[src/status_map.svh]
`ifndef STATUS_MAP_SVH
`define STATUS_MAP_SVH

// register byte offsets
`define REG_CFG 4'h0
`define REG_CTRL 4'h4
`define REG_STATUS 4'h8
`define REG_FAULT 4'hC

// configuration register fields
`define CFG_BAUD_LSB 0
`define CFG_DATA8_BIT 3
`define CFG_PARITY_LSB 4
`define CFG_STOP2_BIT 6
`define CFG_CMD_BIT 7
`define CFG_RESET 8'h08

// control register fields
`define CTRL_TOOL_BIT 0
`define CTRL_ESC_BIT 1
`define CTRL_FAULT_BIT 2
`define CTRL_RESET 2'h0

// forced maintenance serial settings: 38400, 8, N, 1
`define SVC_BAUD 3'h2
`define SVC_DATA8 1'h1
`define SVC_PARITY 2'h0
`define SVC_STOP2 1'h0

// timing
`define CLK_PERIOD_NS 10
`define MS_NS 1000000
`define MS_CYCLES (`MS_NS / `CLK_PERIOD_NS)
`define TOOL_BLINK_MS 1000
`define ESC_BLINK_MS 500
`define FAULT_BLINK_MS 250
`define REBOOT_MS 5000

`endif

[src/status_pkg.sv]
package status_pkg;

    typedef enum logic [2:0] {
        BAUD_9600 = 3'h0,
        BAUD_19200 = 3'h1,
        BAUD_38400 = 3'h2,
        BAUD_57600 = 3'h3,
        BAUD_115200 = 3'h4
    } baud_t;

    typedef enum logic [1:0] {
        PAR_NONE = 2'h0,
        PAR_EVEN = 2'h1,
        PAR_ODD = 2'h2
    } parity_t;

    typedef enum logic [2:0] {
        SRC_SEARCH = 3'h0,
        SRC_RX = 3'h1,
        SRC_SLEEP = 3'h2,
        SRC_TX = 3'h3,
        SRC_TOOL = 3'h4,
        SRC_ESC = 3'h5,
        SRC_FAULT = 3'h6
    } stat_src_t;

endpackage : status_pkg

[src/serial_cfg_if.sv]
interface serial_cfg_if;
    logic [2:0] baud;
    logic data8;
    logic [1:0] parity;
    logic stop2;
    logic cmd_en;
    modport drv (output baud, output data8, output parity, output stop2, output cmd_en);
    modport use_side (input baud, input data8, input parity, input stop2, input cmd_en);
endinterface : serial_cfg_if

[src/ms_tick_div.sv]
`include "status_map.svh"

module ms_tick_div #(
    parameter int CYCLES = `MS_CYCLES
) (
    input wire logic clk_in,
    input wire logic rst_n_in,
    output logic tick_out
);
    localparam int W = $clog2(CYCLES + 1);
    localparam logic [W-1:0] LAST = W'(CYCLES - 1);
    logic [W-1:0] cnt_q;

    always_ff @(posedge clk_in or negedge rst_n_in) begin
        if (!rst_n_in) begin
            cnt_q <= '0;
        end else if (cnt_q == LAST) begin
            cnt_q <= '0;
        end else begin
            cnt_q <= cnt_q + W'(1);
        end
    end

    assign tick_out = (cnt_q == LAST);
endmodule : ms_tick_div

[src/serial_override.sv]
`include "status_map.svh"

module serial_override (
    input wire logic maint_in,
    input wire logic [7:0] cfg_in,
    input wire logic esc_in,
    serial_cfg_if.drv cfg_if
);
    // stored settings untouched; only the effective view is overridden
    always_comb begin
        if (maint_in) begin
            cfg_if.baud = `SVC_BAUD;
            cfg_if.data8 = `SVC_DATA8;
            cfg_if.parity = `SVC_PARITY;
            cfg_if.stop2 = `SVC_STOP2;
        end else begin
            cfg_if.baud = cfg_in[`CFG_BAUD_LSB +: 3];
            cfg_if.data8 = cfg_in[`CFG_DATA8_BIT];
            cfg_if.parity = cfg_in[`CFG_PARITY_LSB +: 2];
            cfg_if.stop2 = cfg_in[`CFG_STOP2_BIT];
        end
        cfg_if.cmd_en = maint_in | cfg_in[`CFG_CMD_BIT] | esc_in;
    end
endmodule : serial_override

[src/status_service_top.sv]
// Decided for this implementation: the address-and-strobe port and the register addresses.
`include "status_map.svh"

module status_service_top #(
    parameter int MS_CYCLES = `MS_CYCLES,
    parameter int FAULT_CODE_W = 8
) (
    // clock and reset
    input wire logic CLOCK_IN,
    input wire logic RST_N_IN,
    // register port
    input wire logic [3:0] ADDR_IN,
    input wire logic [31:0] WDATA_IN,
    input wire logic WR_IN,
    input wire logic RD_IN,
    output logic [31:0] RDATA_OUT,
    // maintenance pin
    input wire logic SERVICE_N_IN,
    // radio core status
    input wire logic RX_FRAME_IN,
    input wire logic TX_START_IN,
    input wire logic TX_ACTIVE_IN,
    input wire logic LIGHT_SLEEP_IN,
    input wire logic FAULT_IN,
    input wire logic [FAULT_CODE_W-1:0] FAULT_CODE_IN,
    // status pin
    output logic STAT_OUT,
    // effective serial settings
    output logic [2:0] BAUD_OUT,
    output logic DATA8_OUT,
    output logic [1:0] PARITY_OUT,
    output logic STOP2_OUT,
    output logic CMD_ENABLE_OUT,
    output logic MAINT_MODE_OUT,
    // fault handling
    output logic RADIO_BLOCK_OUT,
    output logic REBOOT_OUT
);

    logic maint;
    logic ms_tick;
    logic [7:0] cfg_q;
    logic tool_q;
    logic esc_q;
    logic fault_q;
    logic fault_set;
    logic reboot;
    logic [FAULT_CODE_W-1:0] fault_code_q;
    logic [12:0] reboot_ms_q;
    logic [9:0] blink_ms_q;
    logic blink_q;
    logic tx_lvl_q;
    logic stat_q;
    logic stat_d;
    logic [31:0] rdata_q;
    logic [31:0] rdata_d;
    status_pkg::stat_src_t src;
    status_pkg::stat_src_t src_q;

    serial_cfg_if cfg_bus ();

    assign maint = ~SERVICE_N_IN;

    function automatic logic [9:0] blink_ms(input status_pkg::stat_src_t s);
        case (s)
            status_pkg::SRC_TOOL: blink_ms = 10'(`TOOL_BLINK_MS);
            status_pkg::SRC_ESC: blink_ms = 10'(`ESC_BLINK_MS);
            status_pkg::SRC_FAULT: blink_ms = 10'(`FAULT_BLINK_MS);
            default: blink_ms = 10'h000;
        endcase
    endfunction : blink_ms

    ms_tick_div #(
        .CYCLES(MS_CYCLES)
    ) u_tick (
        .clk_in(CLOCK_IN),
        .rst_n_in(RST_N_IN),
        .tick_out(ms_tick)
    );

    serial_override u_override (
        .maint_in(maint),
        .cfg_in(cfg_q),
        .esc_in(esc_q),
        .cfg_if(cfg_bus)
    );

    // configuration store, written only by software
    always_ff @(posedge CLOCK_IN or negedge RST_N_IN) begin
        if (!RST_N_IN) begin
            cfg_q <= `CFG_RESET;
        end else if (WR_IN && ADDR_IN == `REG_CFG) begin
            cfg_q <= WDATA_IN[7:0];
        end
    end

    // tool connection and escape-enabled commands
    always_ff @(posedge CLOCK_IN or negedge RST_N_IN) begin
        if (!RST_N_IN) begin
            tool_q <= 1'h0;
            esc_q <= 1'h0;
        end else if (WR_IN && ADDR_IN == `REG_CTRL) begin
            tool_q <= WDATA_IN[`CTRL_TOOL_BIT];
            esc_q <= WDATA_IN[`CTRL_ESC_BIT];
        end
    end

    // fault entry and timed reboot; set wins over clear
    assign fault_set = FAULT_IN | (WR_IN && ADDR_IN == `REG_CTRL && WDATA_IN[`CTRL_FAULT_BIT]);
    assign reboot = fault_q && ms_tick && reboot_ms_q == 13'(`REBOOT_MS - 1);

    always_ff @(posedge CLOCK_IN or negedge RST_N_IN) begin
        if (!RST_N_IN) begin
            fault_q <= 1'h0;
        end else if (fault_set) begin
            fault_q <= 1'h1;
        end else if (reboot) begin
            fault_q <= 1'h0;
        end
    end

    always_ff @(posedge CLOCK_IN or negedge RST_N_IN) begin
        if (!RST_N_IN) begin
            reboot_ms_q <= 13'h0000;
        end else if (!fault_q || reboot) begin
            reboot_ms_q <= 13'h0000;
        end else if (ms_tick) begin
            reboot_ms_q <= reboot_ms_q + 13'h0001;
        end
    end

    // code survives the reboot for the tools to read
    always_ff @(posedge CLOCK_IN or negedge RST_N_IN) begin
        if (!RST_N_IN) begin
            fault_code_q <= '0;
        end else if (FAULT_IN) begin
            fault_code_q <= FAULT_CODE_IN;
        end
    end

    always_ff @(posedge CLOCK_IN or negedge RST_N_IN) begin
        if (!RST_N_IN) begin
            REBOOT_OUT <= 1'h0;
        end else begin
            REBOOT_OUT <= reboot;
        end
    end

    assign RADIO_BLOCK_OUT = fault_q;

    // pattern source by priority
    always_comb begin
        if (fault_q) begin
            src = status_pkg::SRC_FAULT;
        end else if (tool_q) begin
            src = status_pkg::SRC_TOOL;
        end else if (esc_q && !cfg_q[`CFG_CMD_BIT]) begin
            src = status_pkg::SRC_ESC;
        end else if (LIGHT_SLEEP_IN) begin
            src = status_pkg::SRC_SLEEP;
        end else if (TX_ACTIVE_IN) begin
            src = status_pkg::SRC_TX;
        end else if (RX_FRAME_IN) begin
            src = status_pkg::SRC_RX;
        end else begin
            src = status_pkg::SRC_SEARCH;
        end
    end

    always_ff @(posedge CLOCK_IN or negedge RST_N_IN) begin
        if (!RST_N_IN) begin
            src_q <= status_pkg::SRC_SEARCH;
        end else begin
            src_q <= src;
        end
    end

    // interval blinker; restarts when the pattern changes
    always_ff @(posedge CLOCK_IN or negedge RST_N_IN) begin
        if (!RST_N_IN) begin
            blink_ms_q <= 10'h000;
            blink_q <= 1'h1;
        end else if (src != src_q) begin
            blink_ms_q <= 10'h000;
            blink_q <= 1'h1;
        end else if (ms_tick) begin
            if (blink_ms_q == blink_ms(src) - 10'h001) begin
                blink_ms_q <= 10'h000;
                blink_q <= ~blink_q;
            end else begin
                blink_ms_q <= blink_ms_q + 10'h001;
            end
        end
    end

    always_ff @(posedge CLOCK_IN or negedge RST_N_IN) begin
        if (!RST_N_IN) begin
            tx_lvl_q <= 1'h1;
        end else if (TX_START_IN) begin
            tx_lvl_q <= ~tx_lvl_q;
        end
    end

    always_comb begin
        case (src)
            status_pkg::SRC_SEARCH: stat_d = 1'h1;
            status_pkg::SRC_RX: stat_d = 1'h0;
            status_pkg::SRC_SLEEP: stat_d = 1'h0;
            status_pkg::SRC_TX: stat_d = tx_lvl_q;
            status_pkg::SRC_TOOL: stat_d = blink_q;
            status_pkg::SRC_ESC: stat_d = blink_q;
            status_pkg::SRC_FAULT: stat_d = blink_q;
            default: stat_d = 1'h1;
        endcase
    end

    always_ff @(posedge CLOCK_IN or negedge RST_N_IN) begin
        if (!RST_N_IN) begin
            stat_q <= 1'h1;
        end else begin
            stat_q <= stat_d;
        end
    end

    assign STAT_OUT = stat_q;
    assign BAUD_OUT = cfg_bus.baud;
    assign DATA8_OUT = cfg_bus.data8;
    assign PARITY_OUT = cfg_bus.parity;
    assign STOP2_OUT = cfg_bus.stop2;
    assign CMD_ENABLE_OUT = cfg_bus.cmd_en;
    assign MAINT_MODE_OUT = maint;

    // register read, data in the following cycle
    always_comb begin
        rdata_d = 32'h0000_0000;
        case (ADDR_IN)
            `REG_CFG: rdata_d[7:0] = cfg_q;
            `REG_CTRL: rdata_d[2:0] = {fault_q, esc_q, tool_q};
            `REG_STATUS: rdata_d[7:0] = {1'h0, src, maint, cfg_bus.cmd_en, fault_q, stat_q};
            `REG_FAULT: rdata_d[FAULT_CODE_W-1:0] = fault_code_q;
            default: rdata_d = 32'h0000_0000;
        endcase
    end

    always_ff @(posedge CLOCK_IN or negedge RST_N_IN) begin
        if (!RST_N_IN) begin
            rdata_q <= 32'h0000_0000;
        end else if (RD_IN) begin
            rdata_q <= rdata_d;
        end else begin
            rdata_q <= 32'h0000_0000;
        end
    end

    assign RDATA_OUT = rdata_q;
endmodule : status_service_top

[config.mk]
export PLATFORM = sky130hd
export DESIGN_NAME = status_service_top
export DESIGN_NICKNAME = d
export VERILOG_FILES = /design/src/status_pkg.sv /design/src/serial_cfg_if.sv /design/src/ms_tick_div.sv /design/src/serial_override.sv /design/src/status_service_top.sv
export VERILOG_INCLUDE_DIRS = /design/src
export SDC_FILE = /design/constraint.sdc
export NUM_CORES = 1
export LEC_CHECK = 0
export BUFFER_PORTS_ARGS = -buffer_cell sky130_fd_sc_hd__buf_2
export CAP_MARGIN = 40
export CORE_MARGIN = 2
export CORE_UTILIZATION = 53
export DETAILED_ROUTE_END_ITERATION = 10
export PLACE_DENSITY = 0.91
export SYNTH_ARGS = -nofsm -noshare
export SYNTH_HDL_FRONTEND = slang
export SYNTH_SLANG_ARGS = --single-unit
[constraint.sdc]
create_clock -name CLOCK_IN -period 3 [get_ports CLOCK_IN]
set_clock_uncertainty 0.1 [all_clocks]
set_input_delay 0.45 -clock CLOCK_IN [delete_from_list [all_inputs] [get_ports CLOCK_IN]]
set_output_delay 0.45 -clock CLOCK_IN [all_outputs]
set_load 0.01 [all_outputs]
==> impl_metrics.env <==
export IMPL_grt_pass1_vias=2939
export IMPL_layoutNonFillerInstCount=550
export IMPL_multiInputGateArea_mm2=0.00187
export IMPL_postSynthAreaPerCell_um2=10.1
export IMPL_synth_fa_ha_area_share_pct=1.62
export IMPL_die_area_mm2=0.00800
export IMPL_regArea_mm2=0.00186
export IMPL_fmax_mhz=365
export IMPL_drive_gt1_share_pct=23.7
export IMPL_nets=505
export IMPL_num_rows=31
export IMPL_synth_compound_area_share_pct=6.95
export IMPL_die_w_um=89.5
export IMPL_synthArstFlopShare_pct=100
export IMPL_final_cell_mix="dfrtp_1 (70), buf_2 (49), nor2_1 (43)"
export IMPL_detail_route_antenna_nets=0
export IMPL_dp_cells=534
export IMPL_slew_viol_final=0
export IMPL_syn_area_mm2=0.00387
export IMPL_hold_violations=0
export IMPL_fin_util_pct=61.7
export IMPL_synth_area_mux_share_pct=7.47
export IMPL_grt_max_degree=45
export IMPL_tightest_slew_ns=0.697
export IMPL_gp_congestion=0.897
export IMPL_maxCapViolCount=0
export IMPL_synth_cell_types=48
export IMPL_synth_cells=385
export IMPL_synth_seq_cells=74
export IMPL_seq_area_frac_synth_pct=48.0
export IMPL_htreeDepth=3
export IMPL_drc_errors=0
export IMPL_dr_pass1_iters=4
export IMPL_setup_tns_ns=0
export IMPL_synth_area_leaders="dfrtp_1 (45%), mux2_2 (4.9%), buf_4 (4.7%), xor2_1 (4.5%), nor2_1 (4.2%)"
export IMPL_final_common_cell="dfrtp_1"
export IMPL_ir_worst_vdd_mv=0.360
export IMPL_postCtsHoldBufs=0
export IMPL_synth_edf_count=0
export IMPL_powerDensity_mw_per_mm2=490
export IMPL_clkSinkCount=74
export IMPL_rr_worst_depth=10
export IMPL_viasPerCell=5.45
export IMPL_r2r_setup_slack_ns=0.26
export IMPL_required_ns=3.17
export IMPL_hold_class="in -> async"
export IMPL_first_iter_violations=156
export IMPL_synth_xor_area_share_pct=7.24
export IMPL_cts_resized=0
export IMPL_n_antenna_cell=0
export IMPL_cts_made_buffers=9
export IMPL_grt_antenna_before_repair=0
export IMPL_clockBufferDepth=2
export IMPL_portBuffers=49
export IMPL_num_vias=2995
export IMPL_die_h_um=89.5
export IMPL_worst_setup_path_start_kind="flop"
export IMPL_cts_tree="done"
export IMPL_dp_hpwl_um=5880
export IMPL_synth_top_area_share_pct=45.2
export IMPL_outcome="complete, no violations"
export IMPL_syn_to_final_growth_pct=14.4
export IMPL_yosys_area_top_type="dfrtp_1"
export IMPL_routed_wl_um=7970
export IMPL_cellLeakagePower_uw=0.00207
export IMPL_initial_core_util_pct=53.9
export IMPL_ys_flop_type="dfrtp_1"
export IMPL_crit_fanout=7
export IMPL_crit_path_end_kind="flop"
export IMPL_synthSimpleGateAreaFrac_pct=22.7
export IMPL_slew_headroom_pct=53.0
export IMPL_clkSlewWorstSetupHoldPaths_ns=0.08
export IMPL_cts_root_buffer="clkbuf_8"
export IMPL_finalCritPeriodShare_pct=91.3
export IMPL_detail_route_wl_per_cell_um=14.5
export IMPL_rsz0062_at_grt="false"
export IMPL_setup_viol=0
export IMPL_grt_first_pass_wirelength_um=13600
export IMPL_overflow=0
export IMPL_power_uw=2170
export IMPL_fillers=574
export IMPL_pin_count=98
export IMPL_post_cts_setup_buffers=0
export IMPL_coreArea_mm2=0.00718
export IMPL_crit_arrival_ns=2.91
export IMPL_synth_warnings=0
export IMPL_post_route_min_period_ns=2.74
export IMPL_synth_top_family_by_area="simple AND/OR/NAND/NOR gates"
export IMPL_grtUsageTotal_pct=22.1
export IMPL_holdWs_ns=0.0411
export IMPL_worstSetupPathType="reg -> reg"
export IMPL_clock_latency_ns=0.35
## report_power, final
group	switching, uW	internal, uW	total [uW]
clock	399	474	873
sequential	41.7	1060	1100
combinational	106	95.1	201
## worst paths after layout
check | start | end
max in group asynchronous | RST_N_IN | blink_q
setup / recovery | tool_q | blink_q
hold reg to reg | u_tick.cnt_q[0] | u_tick.cnt_q[0]
min in group CLOCK_IN | TX_START_IN | tx_lvl_q
hold / removal | RST_N_IN | cfg_q[1]
setup reg to reg | tool_q | blink_q
## flip-flops by register name (all words and copies together), names as in the netlist
signal	cells
blink_ms_q	10
esc_q	1
reboot_ms_q	13
u_tick.cnt_q	17
RADIO_BLOCK_OUT	1
RDATA_OUT	8
src_q	3
tool_q	1
REBOOT_OUT	1
blink_q	1
tx_lvl_q	1
cfg_q	8
STAT_OUT	1
fault_code_q	8
## layer usage
layer / part of all wire, % / wire length [um] / track usage [%]
met4: 2.4 / 195 / 8.82
met5: 0 / 0 / 0
met1: 43 / 3450 / 28.5
met2: 48 / 3860 / 36.4
met3: 5.8 / 463 / 5.08
## worst max-delay path, stage by stage, from the launching register on
cell and delay, ns:
dfrtp_1 0.46, nor2_1 0.35, nand2_1 0.10, ha_1 0.25, ha_1 0.32, xor2_1 0.15, nand4_1 0.11, nor2_1 0.10
nand3_1 0.11, o21ai_0 0.16, or3b_2 0.45
## logic make-up after synthesis
family                   after synthesis
AND/OR/NAND/NOR                      168
flip-flops                            74
AO/OA/AOI/OAI                         45
buffers and inverters                 37
XOR/XNOR                              32
multiplexers                          23
adder cells (fa/ha/maj)                5
other                                  1
## final cells by class
| class | count | area share [%] |
|---|---|---|
| flip-flops and latches | 74 | 41.9 |
| inverters | 4 | 0.339 |
| well taps | 99 | 2.80 |
| clock buffers | 9 | 2.80 |
| clock inverters | 7 | 2.23 |
| repair buffers | 60 | 7.69 |
| multi-input cells | 297 | 42.2 |
## cells in the mapped netlist, types with 2 or more instances
master / n
xnor2_1: 12
nand4_1: 8
and2_1: 6
mux2i_1: 3
nor4_1: 2
mux2_2: 17
a21oi_1: 16
ha_1: 5
nand2_1: 40
a22oi_1: 3
dfrtp_1: 70
o211ai_1: 3
o31ai_1: 3
nor2b_1: 3
mux4_2: 3
or3_1: 5
clkbuf_1: 6
nor3_1: 10
dfstp_2: 4
nor2_1: 43
or4_1: 3
inv_1: 4
o21ai_0: 11
nand3b_1: 2
and3_1: 7
a31oi_1: 4
buf_2: 3
nand3_1: 22
buf_4: 24
nand2b_1: 6
xor2_1: 20
## per-stage QoR
| step | instance area (um^2) | worst slack (ns) |
|---|---|---|
| finish | 4430 | 0.260 |
| global route | 4430 | 0.0307 |
| CTS | 4430 | 0.256 |
| detailed placement | 4200 | 0.269 |
| global placement | 4200 | 0.353 |
| floorplan | 3960 | 0.233 |
Power figures use the tool's default switching activity.
